`src/pesd_params.svh`:
```
// Register layout, event codes and address map of the event-select decoder.
`ifndef PESD_PARAMS_SVH
`define PESD_PARAMS_SVH
`define PESD_CODE_MSB       30
`define PESD_CODE_LSB       25
`define PESD_MASK_MSB       24
`define PESD_MASK_LSB       9
`define PESD_SEL_MSB        15
`define PESD_SEL_LSB        13
`define PESD_EN_BIT         12
`define PESD_CODE_POWER     6'h13
`define PESD_CODE_XFER      6'h05
`define PESD_CODE_UQ        6'h09
`define PESD_CODE_MISPRED   6'h05
`define PESD_CODE_BRANCH    6'h04
`define PESD_SEL_POWER      3'h6
`define PESD_SEL_SEQ        3'h0
`define PESD_SEL_BRANCH     3'h2
`define PESD_MB_RUNNING     0
`define PESD_MB_ROM_SWITCH  0
`define PESD_MB_UQ_MSB      2
`define PESD_MB_UQ_LSB      0
`define PESD_MB_BR_MSB      4
`define PESD_MB_BR_LSB      1
`define PESD_EVENT_SELECT_CONTROL_REG_WMASK     32'h7FFFFE00
`define PESD_COUNTER_CONFIG_CONTROL_REG_WMASK     32'h0000F000
`define PESD_RST_VAL        32'h00000000
`define PESD_RGN_EVENT_SELECT_CONTROL_REG       3'h0
`define PESD_RGN_COUNTER_CONFIG_CONTROL_REG       3'h1
`define PESD_RGN_CNT        3'h2
`define PESD_N_EVENT_SELECT_CONTROL_REG         6
`define PESD_N_CNT          8
`define PESD_EVENT_SELECT_CONTROL_REG_FSB       3'h0
`define PESD_EVENT_SELECT_CONTROL_REG_SEQ       3'h2
`define PESD_EVENT_SELECT_CONTROL_REG_BRU       3'h4
`define PESD_POWER_CNTS     4
`endif

```
`src/pesd_pkg.sv`:
```
// Types shared by the event-select decoder modules.
package pesd_pkg;
	typedef logic [5:0]  pesd_code_t;
	typedef logic [2:0]  pesd_sel_t;
	typedef logic [15:0] pesd_mask_t;
	typedef enum logic [2:0] {
		PESD_K_NONE    = 3'b000,
		PESD_K_POWER   = 3'b001,
		PESD_K_XFER    = 3'b010,
		PESD_K_UQ      = 3'b011,
		PESD_K_MISPRED = 3'b100,
		PESD_K_BRANCH  = 3'b101
	} pesd_kind_t;
endpackage

```
`src/pesd_event_if.sv`:
```
// Pipeline occurrence signals handed from the top to each counter qualifier.
`timescale 1ns/1ps
interface pesd_event_if;
	logic       running;
	logic       rom_switch;
	logic [2:0] uq_src;
	logic       br_retire;
	logic       br_mispred;
	logic [3:0] br_type;
	modport drive (output running, rom_switch, uq_src, br_retire, br_mispred, br_type);
	modport sample (input running, rom_switch, uq_src, br_retire, br_mispred, br_type);
endinterface

```
`src/pesd_top.sv`:
```
// Event-select decoder: select registers, eight event counters and their register port.
//
// The register offsets and strobed register access were decided locally.
`timescale 1ns/1ps
`include "pesd_params.svh"
module pesd_top #(
	parameter int CNT_W = 32
) (
	input  wire logic        clk,
	input  wire logic        rst,
	input  wire logic [7:0]  reg_addr,
	input  wire logic [31:0] reg_wdata,
	input  wire logic        reg_wr,
	input  wire logic        reg_rd,
	output logic      [31:0] reg_rdata,
	input  wire logic        proc_running,
	input  wire logic        trace_to_rom_switch_event,
	input  wire logic        src_trace_build,
	input  wire logic        src_trace_deliver,
	input  wire logic        src_rom,
	input  wire logic        br_retire,
	input  wire logic        br_mispred,
	input  wire logic [3:0]  br_type
);
	if (CNT_W < 2 || CNT_W > 32) begin : g_bad_width
		$error("pesd_top: CNT_W must lie between 2 and 32");
	end

	logic [31:0]      event_select_control_reg [`PESD_N_EVENT_SELECT_CONTROL_REG];
	logic [31:0]      counter_config_control_reg [`PESD_N_CNT];
	logic [CNT_W-1:0] cnt  [`PESD_N_CNT];
	logic [1:0]       inc  [`PESD_N_CNT];
	logic [2:0]       rgn;
	logic [2:0]       idx;
	logic             aligned;
	logic             event_select_control_reg_hit;
	logic             counter_config_control_reg_hit;
	logic             cnt_hit;
	logic [31:0]      next_rdata;

	pesd_event_if ev ();

	assign ev.running    = proc_running;
	assign ev.rom_switch = trace_to_rom_switch_event;
	assign ev.uq_src     = {src_rom, src_trace_deliver, src_trace_build};
	assign ev.br_retire  = br_retire;
	assign ev.br_mispred = br_mispred;
	assign ev.br_type    = br_type;

	// Each register takes one aligned word; the two low address bits must be zero.
	assign rgn      = reg_addr[7:5];
	assign idx      = reg_addr[4:2];
	assign aligned  = (reg_addr[1:0] == 2'h0);
	assign event_select_control_reg_hit = aligned && rgn == `PESD_RGN_EVENT_SELECT_CONTROL_REG && idx < 3'(`PESD_N_EVENT_SELECT_CONTROL_REG);
	assign counter_config_control_reg_hit = aligned && rgn == `PESD_RGN_COUNTER_CONFIG_CONTROL_REG;
	assign cnt_hit  = aligned && rgn == `PESD_RGN_CNT;

	// Only the code and mask fields are stored, so reserved bits always read zero.
	always_ff @(posedge clk or posedge rst) begin
		if (rst) begin
			for (int i = 0; i < `PESD_N_EVENT_SELECT_CONTROL_REG; i++) begin
				event_select_control_reg[i] <= `PESD_RST_VAL;
			end
		end else if (reg_wr && event_select_control_reg_hit) begin
			event_select_control_reg[idx] <= reg_wdata & `PESD_EVENT_SELECT_CONTROL_REG_WMASK;
		end
	end

	always_ff @(posedge clk or posedge rst) begin
		if (rst) begin
			for (int i = 0; i < `PESD_N_CNT; i++) begin
				counter_config_control_reg[i] <= `PESD_RST_VAL;
			end
		end else if (reg_wr && counter_config_control_reg_hit) begin
			counter_config_control_reg[idx] <= reg_wdata & `PESD_COUNTER_CONFIG_CONTROL_REG_WMASK;
		end
	end

	// Counters 0 to 3 serve the front-bus registers, 4 to 7 the sequencer and branch
	// registers; each pair shares the register of its bank.
	for (genvar k = 0; k < `PESD_N_CNT; k++) begin : g_cnt
		localparam int BANK = (k / 2) % 2;
		localparam bit PWR  = (k < `PESD_POWER_CNTS);
		logic wr_here;

		assign wr_here = reg_wr && cnt_hit && idx == 3'(k);

		pesd_counter_qual #(
			.POWER_SIDE (PWR)
		) u_qual (
			.event_select_control_reg_fsb (event_select_control_reg[32'(`PESD_EVENT_SELECT_CONTROL_REG_FSB) + BANK]),
			.event_select_control_reg_seq (event_select_control_reg[32'(`PESD_EVENT_SELECT_CONTROL_REG_SEQ) + BANK]),
			.event_select_control_reg_bru (event_select_control_reg[32'(`PESD_EVENT_SELECT_CONTROL_REG_BRU) + BANK]),
			.counter_config_control_reg     (counter_config_control_reg[k]),
			.ev       (ev),
			.inc      (inc[k])
		);

		// A software load wins over an increment in the same cycle.
		always_ff @(posedge clk or posedge rst) begin
			if (rst) begin
				cnt[k] <= CNT_W'(`PESD_RST_VAL);
			end else if (wr_here) begin
				cnt[k] <= reg_wdata[CNT_W-1:0];
			end else begin
				cnt[k] <= cnt[k] + CNT_W'(inc[k]);
			end
		end
	end

	// Unmapped or misaligned reads return zero.
	always_comb begin
		next_rdata = 32'h00000000;
		if (reg_rd) begin
			if (event_select_control_reg_hit) begin
				next_rdata = event_select_control_reg[idx];
			end else if (counter_config_control_reg_hit) begin
				next_rdata = counter_config_control_reg[idx];
			end else if (cnt_hit) begin
				next_rdata = 32'(cnt[idx]);
			end
		end
	end

	// Read data stand only in the cycle after the strobe and are zero otherwise.
	always_ff @(posedge clk or posedge rst) begin
		if (rst) begin
			reg_rdata <= 32'h00000000;
		end else begin
			reg_rdata <= next_rdata;
		end
	end

	// Helper decode for the checks below; nothing in the datapath reads it.
	// Each check watches the counter whose bank carries the event that it guards.
	logic             c0_power;
	logic             c2_nomask;
	logic             c3_wrong_sel;
	logic             c4_seq;
	logic             c4_xfer;
	logic             c4_xfer_off;
	logic             c5_bru;
	logic             c5_mispred;
	logic             c6_uq;
	logic             c7_branch;
	logic [1:0]       uq_pop;
	logic [3:0]       br_sel5;
	logic [3:0]       br_sel7;
	logic [CNT_W-1:0] cnt_sel;

	assign c0_power = counter_config_control_reg[0][`PESD_EN_BIT]
		&& counter_config_control_reg[0][`PESD_SEL_MSB:`PESD_SEL_LSB] == `PESD_SEL_POWER
		&& event_select_control_reg[0][`PESD_CODE_MSB:`PESD_CODE_LSB] == `PESD_CODE_POWER
		&& event_select_control_reg[0][`PESD_MASK_LSB + `PESD_MB_RUNNING];
	assign c2_nomask = counter_config_control_reg[2][`PESD_EN_BIT]
		&& counter_config_control_reg[2][`PESD_SEL_MSB:`PESD_SEL_LSB] == `PESD_SEL_POWER
		&& event_select_control_reg[1][`PESD_CODE_MSB:`PESD_CODE_LSB] == `PESD_CODE_POWER
		&& !event_select_control_reg[1][`PESD_MASK_LSB + `PESD_MB_RUNNING];
	assign c3_wrong_sel = counter_config_control_reg[3][`PESD_EN_BIT]
		&& counter_config_control_reg[3][`PESD_SEL_MSB:`PESD_SEL_LSB] != `PESD_SEL_POWER;
	assign c4_seq = counter_config_control_reg[4][`PESD_EN_BIT]
		&& counter_config_control_reg[4][`PESD_SEL_MSB:`PESD_SEL_LSB] == `PESD_SEL_SEQ;
	assign c5_bru = counter_config_control_reg[5][`PESD_EN_BIT]
		&& counter_config_control_reg[5][`PESD_SEL_MSB:`PESD_SEL_LSB] == `PESD_SEL_BRANCH;
	assign c4_xfer = c4_seq
		&& event_select_control_reg[2][`PESD_CODE_MSB:`PESD_CODE_LSB] == `PESD_CODE_XFER
		&& event_select_control_reg[2][`PESD_MASK_LSB + `PESD_MB_ROM_SWITCH];
	assign c4_xfer_off = c4_seq
		&& event_select_control_reg[2][`PESD_CODE_MSB:`PESD_CODE_LSB] == `PESD_CODE_XFER
		&& !event_select_control_reg[2][`PESD_MASK_LSB + `PESD_MB_ROM_SWITCH];
	assign c5_mispred = c5_bru
		&& event_select_control_reg[4][`PESD_CODE_MSB:`PESD_CODE_LSB] == `PESD_CODE_MISPRED;
	assign c6_uq = counter_config_control_reg[6][`PESD_EN_BIT]
		&& counter_config_control_reg[6][`PESD_SEL_MSB:`PESD_SEL_LSB] == `PESD_SEL_SEQ
		&& event_select_control_reg[3][`PESD_CODE_MSB:`PESD_CODE_LSB] == `PESD_CODE_UQ;
	assign c7_branch = counter_config_control_reg[7][`PESD_EN_BIT]
		&& counter_config_control_reg[7][`PESD_SEL_MSB:`PESD_SEL_LSB] == `PESD_SEL_BRANCH
		&& event_select_control_reg[5][`PESD_CODE_MSB:`PESD_CODE_LSB] == `PESD_CODE_BRANCH;
	assign br_sel5 = event_select_control_reg[4][`PESD_MASK_LSB + `PESD_MB_BR_MSB:`PESD_MASK_LSB + `PESD_MB_BR_LSB]
		& br_type;
	assign br_sel7 = event_select_control_reg[5][`PESD_MASK_LSB + `PESD_MB_BR_MSB:`PESD_MASK_LSB + `PESD_MB_BR_LSB]
		& br_type;
	assign uq_pop = {1'b0, event_select_control_reg[3][`PESD_MASK_LSB] & src_trace_build}
		+ {1'b0, event_select_control_reg[3][`PESD_MASK_LSB + 1] & src_trace_deliver}
		+ {1'b0, event_select_control_reg[3][`PESD_MASK_LSB + 2] & src_rom};
	assign cnt_sel = cnt[idx];
endmodule

```
`src/pesd_counter_qual.sv`:
```
// Decides the per-cycle increment of one counter from its select registers.
`timescale 1ns/1ps
`include "pesd_params.svh"
module pesd_counter_qual #(
	parameter bit POWER_SIDE = 1'b0
) (
	input  wire logic [31:0] event_select_control_reg_fsb,
	input  wire logic [31:0] event_select_control_reg_seq,
	input  wire logic [31:0] event_select_control_reg_bru,
	input  wire logic [31:0] counter_config_control_reg,
	pesd_event_if.sample     ev,
	output logic [1:0]       inc
);
	pesd_pkg::pesd_sel_t  sel;
	pesd_pkg::pesd_kind_t kind;
	pesd_pkg::pesd_mask_t mask;
	logic [2:0]           uq_hit;
	logic [3:0]           br_hit;

	assign sel = counter_config_control_reg[`PESD_SEL_MSB:`PESD_SEL_LSB];

	// The select code picks which event register feeds this counter.
	always_comb begin
		kind = pesd_pkg::PESD_K_NONE;
		mask = '0;
		if (counter_config_control_reg[`PESD_EN_BIT]) begin
			if (POWER_SIDE && sel == `PESD_SEL_POWER) begin
				mask = event_select_control_reg_fsb[`PESD_MASK_MSB:`PESD_MASK_LSB];
				if (event_select_control_reg_fsb[`PESD_CODE_MSB:`PESD_CODE_LSB] == `PESD_CODE_POWER)
					kind = pesd_pkg::PESD_K_POWER;
			end else if (!POWER_SIDE && sel == `PESD_SEL_SEQ) begin
				mask = event_select_control_reg_seq[`PESD_MASK_MSB:`PESD_MASK_LSB];
				if (event_select_control_reg_seq[`PESD_CODE_MSB:`PESD_CODE_LSB] == `PESD_CODE_XFER)
					kind = pesd_pkg::PESD_K_XFER;
				else if (event_select_control_reg_seq[`PESD_CODE_MSB:`PESD_CODE_LSB] == `PESD_CODE_UQ)
					kind = pesd_pkg::PESD_K_UQ;
			end else if (!POWER_SIDE && sel == `PESD_SEL_BRANCH) begin
				mask = event_select_control_reg_bru[`PESD_MASK_MSB:`PESD_MASK_LSB];
				if (event_select_control_reg_bru[`PESD_CODE_MSB:`PESD_CODE_LSB] == `PESD_CODE_MISPRED)
					kind = pesd_pkg::PESD_K_MISPRED;
				else if (event_select_control_reg_bru[`PESD_CODE_MSB:`PESD_CODE_LSB] == `PESD_CODE_BRANCH)
					kind = pesd_pkg::PESD_K_BRANCH;
			end
		end
	end

	assign uq_hit = mask[`PESD_MB_UQ_MSB:`PESD_MB_UQ_LSB] & ev.uq_src;
	assign br_hit = mask[`PESD_MB_BR_MSB:`PESD_MB_BR_LSB] & ev.br_type;

	// Queue writes from several sources in one cycle each count once.
	always_comb begin
		case (kind)
			pesd_pkg::PESD_K_POWER:
				inc = {1'b0, mask[`PESD_MB_RUNNING] & ev.running};
			pesd_pkg::PESD_K_XFER:
				inc = {1'b0, mask[`PESD_MB_ROM_SWITCH] & ev.rom_switch};
			pesd_pkg::PESD_K_UQ:
				inc = {1'b0, uq_hit[0]} + {1'b0, uq_hit[1]} + {1'b0, uq_hit[2]};
			pesd_pkg::PESD_K_MISPRED:
				inc = {1'b0, ev.br_retire & ev.br_mispred & (|br_hit)};
			pesd_pkg::PESD_K_BRANCH:
				inc = {1'b0, ev.br_retire & (|br_hit)};
			default:
				inc = 2'h0;
		endcase
	end
endmodule

```
`config.mk`:
```
export PLATFORM = sky130hd
export DESIGN_NAME = pesd_top
export DESIGN_NICKNAME = d
export VERILOG_FILES = /design/src/pesd_pkg.sv /design/src/pesd_event_if.sv /design/src/pesd_top.sv /design/src/pesd_counter_qual.sv
export VERILOG_INCLUDE_DIRS = /design/src
export SDC_FILE = /design/constraint.sdc
export NUM_CORES = 1
export LEC_CHECK = 0
export BUFFER_PORTS_ARGS = -buffer_cell sky130_fd_sc_hd__clkbuf_2
export CORE_ASPECT_RATIO = 0.6
export CORE_MARGIN = 4
export CORE_UTILIZATION = 30
export DETAILED_ROUTE_END_ITERATION = 6
export SYNTH_ARGS = -nofsm -noshare
export SYNTH_HDL_FRONTEND = slang
export SYNTH_HIERARCHICAL = 1
export SYNTH_SLANG_ARGS = --single-unit
```
`constraint.sdc`:
```
create_clock -name clk -period 17.13 [get_ports clk]
set_input_delay 3.426 -clock clk [delete_from_list [all_inputs] [get_ports clk]]
set_output_delay 3.426 -clock clk [all_outputs]
set_load 0.01 [all_outputs]
```
# Yosys cells after proc, flatten, opt, wreduce, memory -nomap -nowiden
# Index checks and enable logic that the tools add are counted.
[totals]
register_bits = 736
input_bits = 55
output_inout_bits = 32
word_cells = 281
[classes]
add_sub_neg = 24
magnitude_cmp = 3
n_eq_ne = 67
n_mux = 83
bitwise_logic = 50
n_reduce_logical = 31
[ops]
columns = ["op", "count"]
rows = [
  ["$mux 32", 19],
  ["$bmux 32 s3", 3],
  ["$add 32x2->32", 8],
  ["$bwmux 256", 1],
  ["$bwmux 192", 1],
  ["$mux 5", 20],
  ["$demux 32 s3", 1],
  ["$pmux 2 s5", 8],
  ["$mux 3", 26],
  ["$eq 3x3->1 const B", 24],
  ["$eq 3x2->1 const B", 23],
  ["$eq 6x3->1 const B", 6],
  ["$and 1x1->1", 33],
  ["$and 4x4->4", 8],
  ["$reduce_or 4->1", 8],
  ["$eq 3x1->1 const B", 10],
  ["$and 3x3->3", 8],
  ["$logic_not 3->1", 6],
  ["$add 1x1->2", 8],
  ["$add 2x1->2", 8],
  ["$logic_and 1x1->1", 16],
  ["$eq 6x4->1 const B", 2],
  ["$eq 6x5->1 const B", 2],
  ["$ge 4x4->1 const B", 1],
  ["6 further kinds", 8],
]

# Logic depth before layout (Yosys ltp)
[depth]
ltp_word = 10
mapped_depth = 17

# Hierarchy
# The synthesis kept the hierarchy.
[by_module_without_submodules]
columns = ["mod", "n_inst", "cells_per_inst", "area_each_um2", "seq_area_each_um2"]
rows = [
  ["pesd_top", 1, 2323, 24733.7, 11310.8],
  ["pesd_counter_qual (g_cnt[4].u_qual ...)", 4, 36, 290.3, 0.0],
  ["pesd_counter_qual (g_cnt[0].u_qual ...)", 4, 6, 50.0, 0.0],
]

# Least setup slack after synthesis
# No wires, ideal clock.
[synth_path]
path_kind = "input to register"
from = "input src_rom"
to = "register cnt[122] (netlist bit)"
setup_time_ns = 0.137
t_arrival_ns = 6.339
t_required_ns = 16.993
slack_ns = 10.654
stages = 14
cell_sequence = "nand4_1 -> fa_1 -> o31ai_1 -> nand3_1 -> a221oi_2 -> ha_1 -> inv_1 -> fa_1 -> nand3b_1 -> or3_1 -> clkbuf_1 -> nor4_1 -> xnor2_1 -> a21oi_1"
[synth_rtl]
columns = ["element", "line", "source"]
rows = [
  ["start, declared", "pesd_top.sv:20", "input wire logic src_rom,"],
  ["end signal, assigned by index", "pesd_top.sv:102", "cnt[k] <= CNT_W'(`PESD_RST_VAL);"],
  ["end signal, assigned by index", "pesd_top.sv:104", "cnt[k] <= reg_wdata[CNT_W-1:0];"],
  ["end signal, assigned by index", "pesd_top.sv:106", "cnt[k] <= cnt[k] + CNT_W'(inc[k]);"],
  ["end, declared", "pesd_top.sv:31", "logic [CNT_W-1:0] cnt [`PESD_N_CNT];"],
]

==> out/qor.txt <==
PwrDens -> 93.3 nW/um2
Fillers -> 8571
Largest register FFs -> 256
Least-Margin Pin Slew -> 1160 ps
largest net degree at the start of global routing -> 132
cts hold-fix bufs -> 0
commonest non-fill, non-tap cell in the layout -> dfrtp_1
via count -> 20335
final core occ -> 33.8%
Chip Width -> 389 um
final setup vio count -> 0
Core Region -> 85900 um2
total track usage -> 19.1%
Critical Path AT -> 6980 ps
Post-CTS Setup Bufs -> 0
IO buf count -> 86
max-slew violation count -> 0
Std-Cell Rows -> 83
Layout area overhead -> 11.3%
sw frac -> 29.0%
CTS tree -> done
vias in the first global route -> 19173
setup_tns -> 0 ps
Rel. slew slack -> 21.9%
synthesized area per cell -> 10.5 um2
f_max -> 0.153 GHz
PostCTS Resize Cnt -> 0
Die Ht -> 236 um
Int Pwr -> 1930 uW
Net Count, Synth -> 2573
post-synth design cell area -> 26100 um2
clk buf depth -> 3
Initial Util -> 30.4%
DRT iter0 DRCs -> 2633
Critical Path, Cell by Cell -> clkbuf_2, nand4_1, fa_1, o31ai_1, nand3_1, a221oi_2, ha_1, inv_1, fa_1, and3b_1, nand4_1, nor4_1, xnor2_1, a21oi_1
Tcrit/Tclk final -> 38.2%
Syn Inst Count -> 2490
crit end category -> register
root cell of the clock tree -> clkbuf_16
commonest non-fill, non-tap cells in the layout -> dfrtp_1, nor2_1, a21oi_1, mux2_2, nand2_1
worst path required time -> 17560 ps
Clock Sinks -> 452
worst slack, placed -> 10060 ps
outcome -> completed
CTS clock-pin slew for the worst setup and hold paths -> 70 ps
Hold WC Path Type -> reg2reg
GRT Residual Overflow -> 0
GP Congestion -> 0.964
Setup Skew -> 23.7 ps
LEAKAGE -> 0.0122 uW
Worst path slowest cell -> and3b_1
Crit Path Class -> in2reg
Via density -> 5.54
final net count -> 2569
Max Cap Viol -> 0
endpoints failing hold -> 0
first drt pass iteration count -> 6
number of CTS-inserted buffers -> 45
warnings from Yosys -> 6
remaining antenna violation count after routing -> 0
setup slack after layout -> 10590 ps
peak supply drop -> 0.0000671 V
RSZ-0062 raised after global routing -> no
DIE AREA -> 91900 um2
Seq pwr share -> 47.5%
Clk Latency, worst-skew pair -> 590 ps
initial antenna violation count -> 4
first-pass GRT wire length -> 132 mm
HPWL Detailed -> 63.5 mm
Max stage delay on crit path -> 510 ps
Comb pwr share -> 13.4%
crit path time final -> 6540 ps
Psw -> 785 uW
residual DRC count -> 0
I/O pin cnt -> 87
Routed WL -> 89.3 mm
WL/cell -> 24.3 um
worst-path maximum fanout -> 7
clock power share -> 39.1%
share of cells above drive strength 1 -> 20.8%
H-tree depth -> 2
Total Power -> 2710 uW
Startpoint Class -> input pin
area by class of cell:
class / instances / area [um2] / share of cell area, %
Sequential cell: 452 / 11300 / 38.9
Inverter: 50 / 195 / 0.672
Timing Repair Buffer: 120 / 694 / 2.39
Multi-Input combinational cell: 1817 / 13900 / 47.7
Antenna cell: 3 / 7.51 / 0.0258
Clock buffer: 61 / 1330 / 4.58
Clock inverter: 20 / 206 / 0.711
Tap cell: 1147 / 1440 / 4.94
worst max-delay path, delay by kind of cell:
kind | cells | cell delay (ps)
xor gates and xnor gates | 1 | 170
buffers and inverters | 2 | 170
adders and majority gates | 3 | 1110
AOI/OAI and AO/OA | 3 | 630
and+or+nand+nor | 5 | 1460
path summary, 6_finish.rpt:
check	from	to	slack [ps]	depth (start not counted)
worst max-delay path	src_rom	cnt[28]	10590	14
min in group asynchronous	rst	cnt[226]	3070	2
worst min-delay path	event_select_control_reg[52]	event_select_control_reg[52]	480	1
worst min register to register	event_select_control_reg[52]	event_select_control_reg[52]	480	1
max in group asynchronous	rst	event_select_control_reg[51]	11660	4
worst max register to register	counter_config_control_reg[15]	cnt[28]	12470	16
layer usage:
metal	part of all wire, %	track usage [%]	vias up	wire length [um]
met5	0.015	0	-	13
met4	2.1	4.03	2	1850
met3	14	8.43	144	12400
met2	38	24.2	1053	33600
met1	46	29.1	10179	41500
li1	-	-	8957	-
power groups by stage:
stage	logic [uW]	clock network, uW	registers [uW]
floorplan	266	0	1250
global placement	352	0	1300
detailed placement	357	0	1300
CTS	360	1080	1280
global route	395	1120	1300
finish	363	1060	1290
stage by stage:
stage	cells	hold WS [ps]	instance area, um2
finish	3670	484	29000
global route	3667	504	29000
CTS	3667	486	29000
detailed placement	3586	471	27500
global placement	3586	464	27500
floorplan	2490	452	26100
Note: power is estimated with default switching activity, not from simulation.
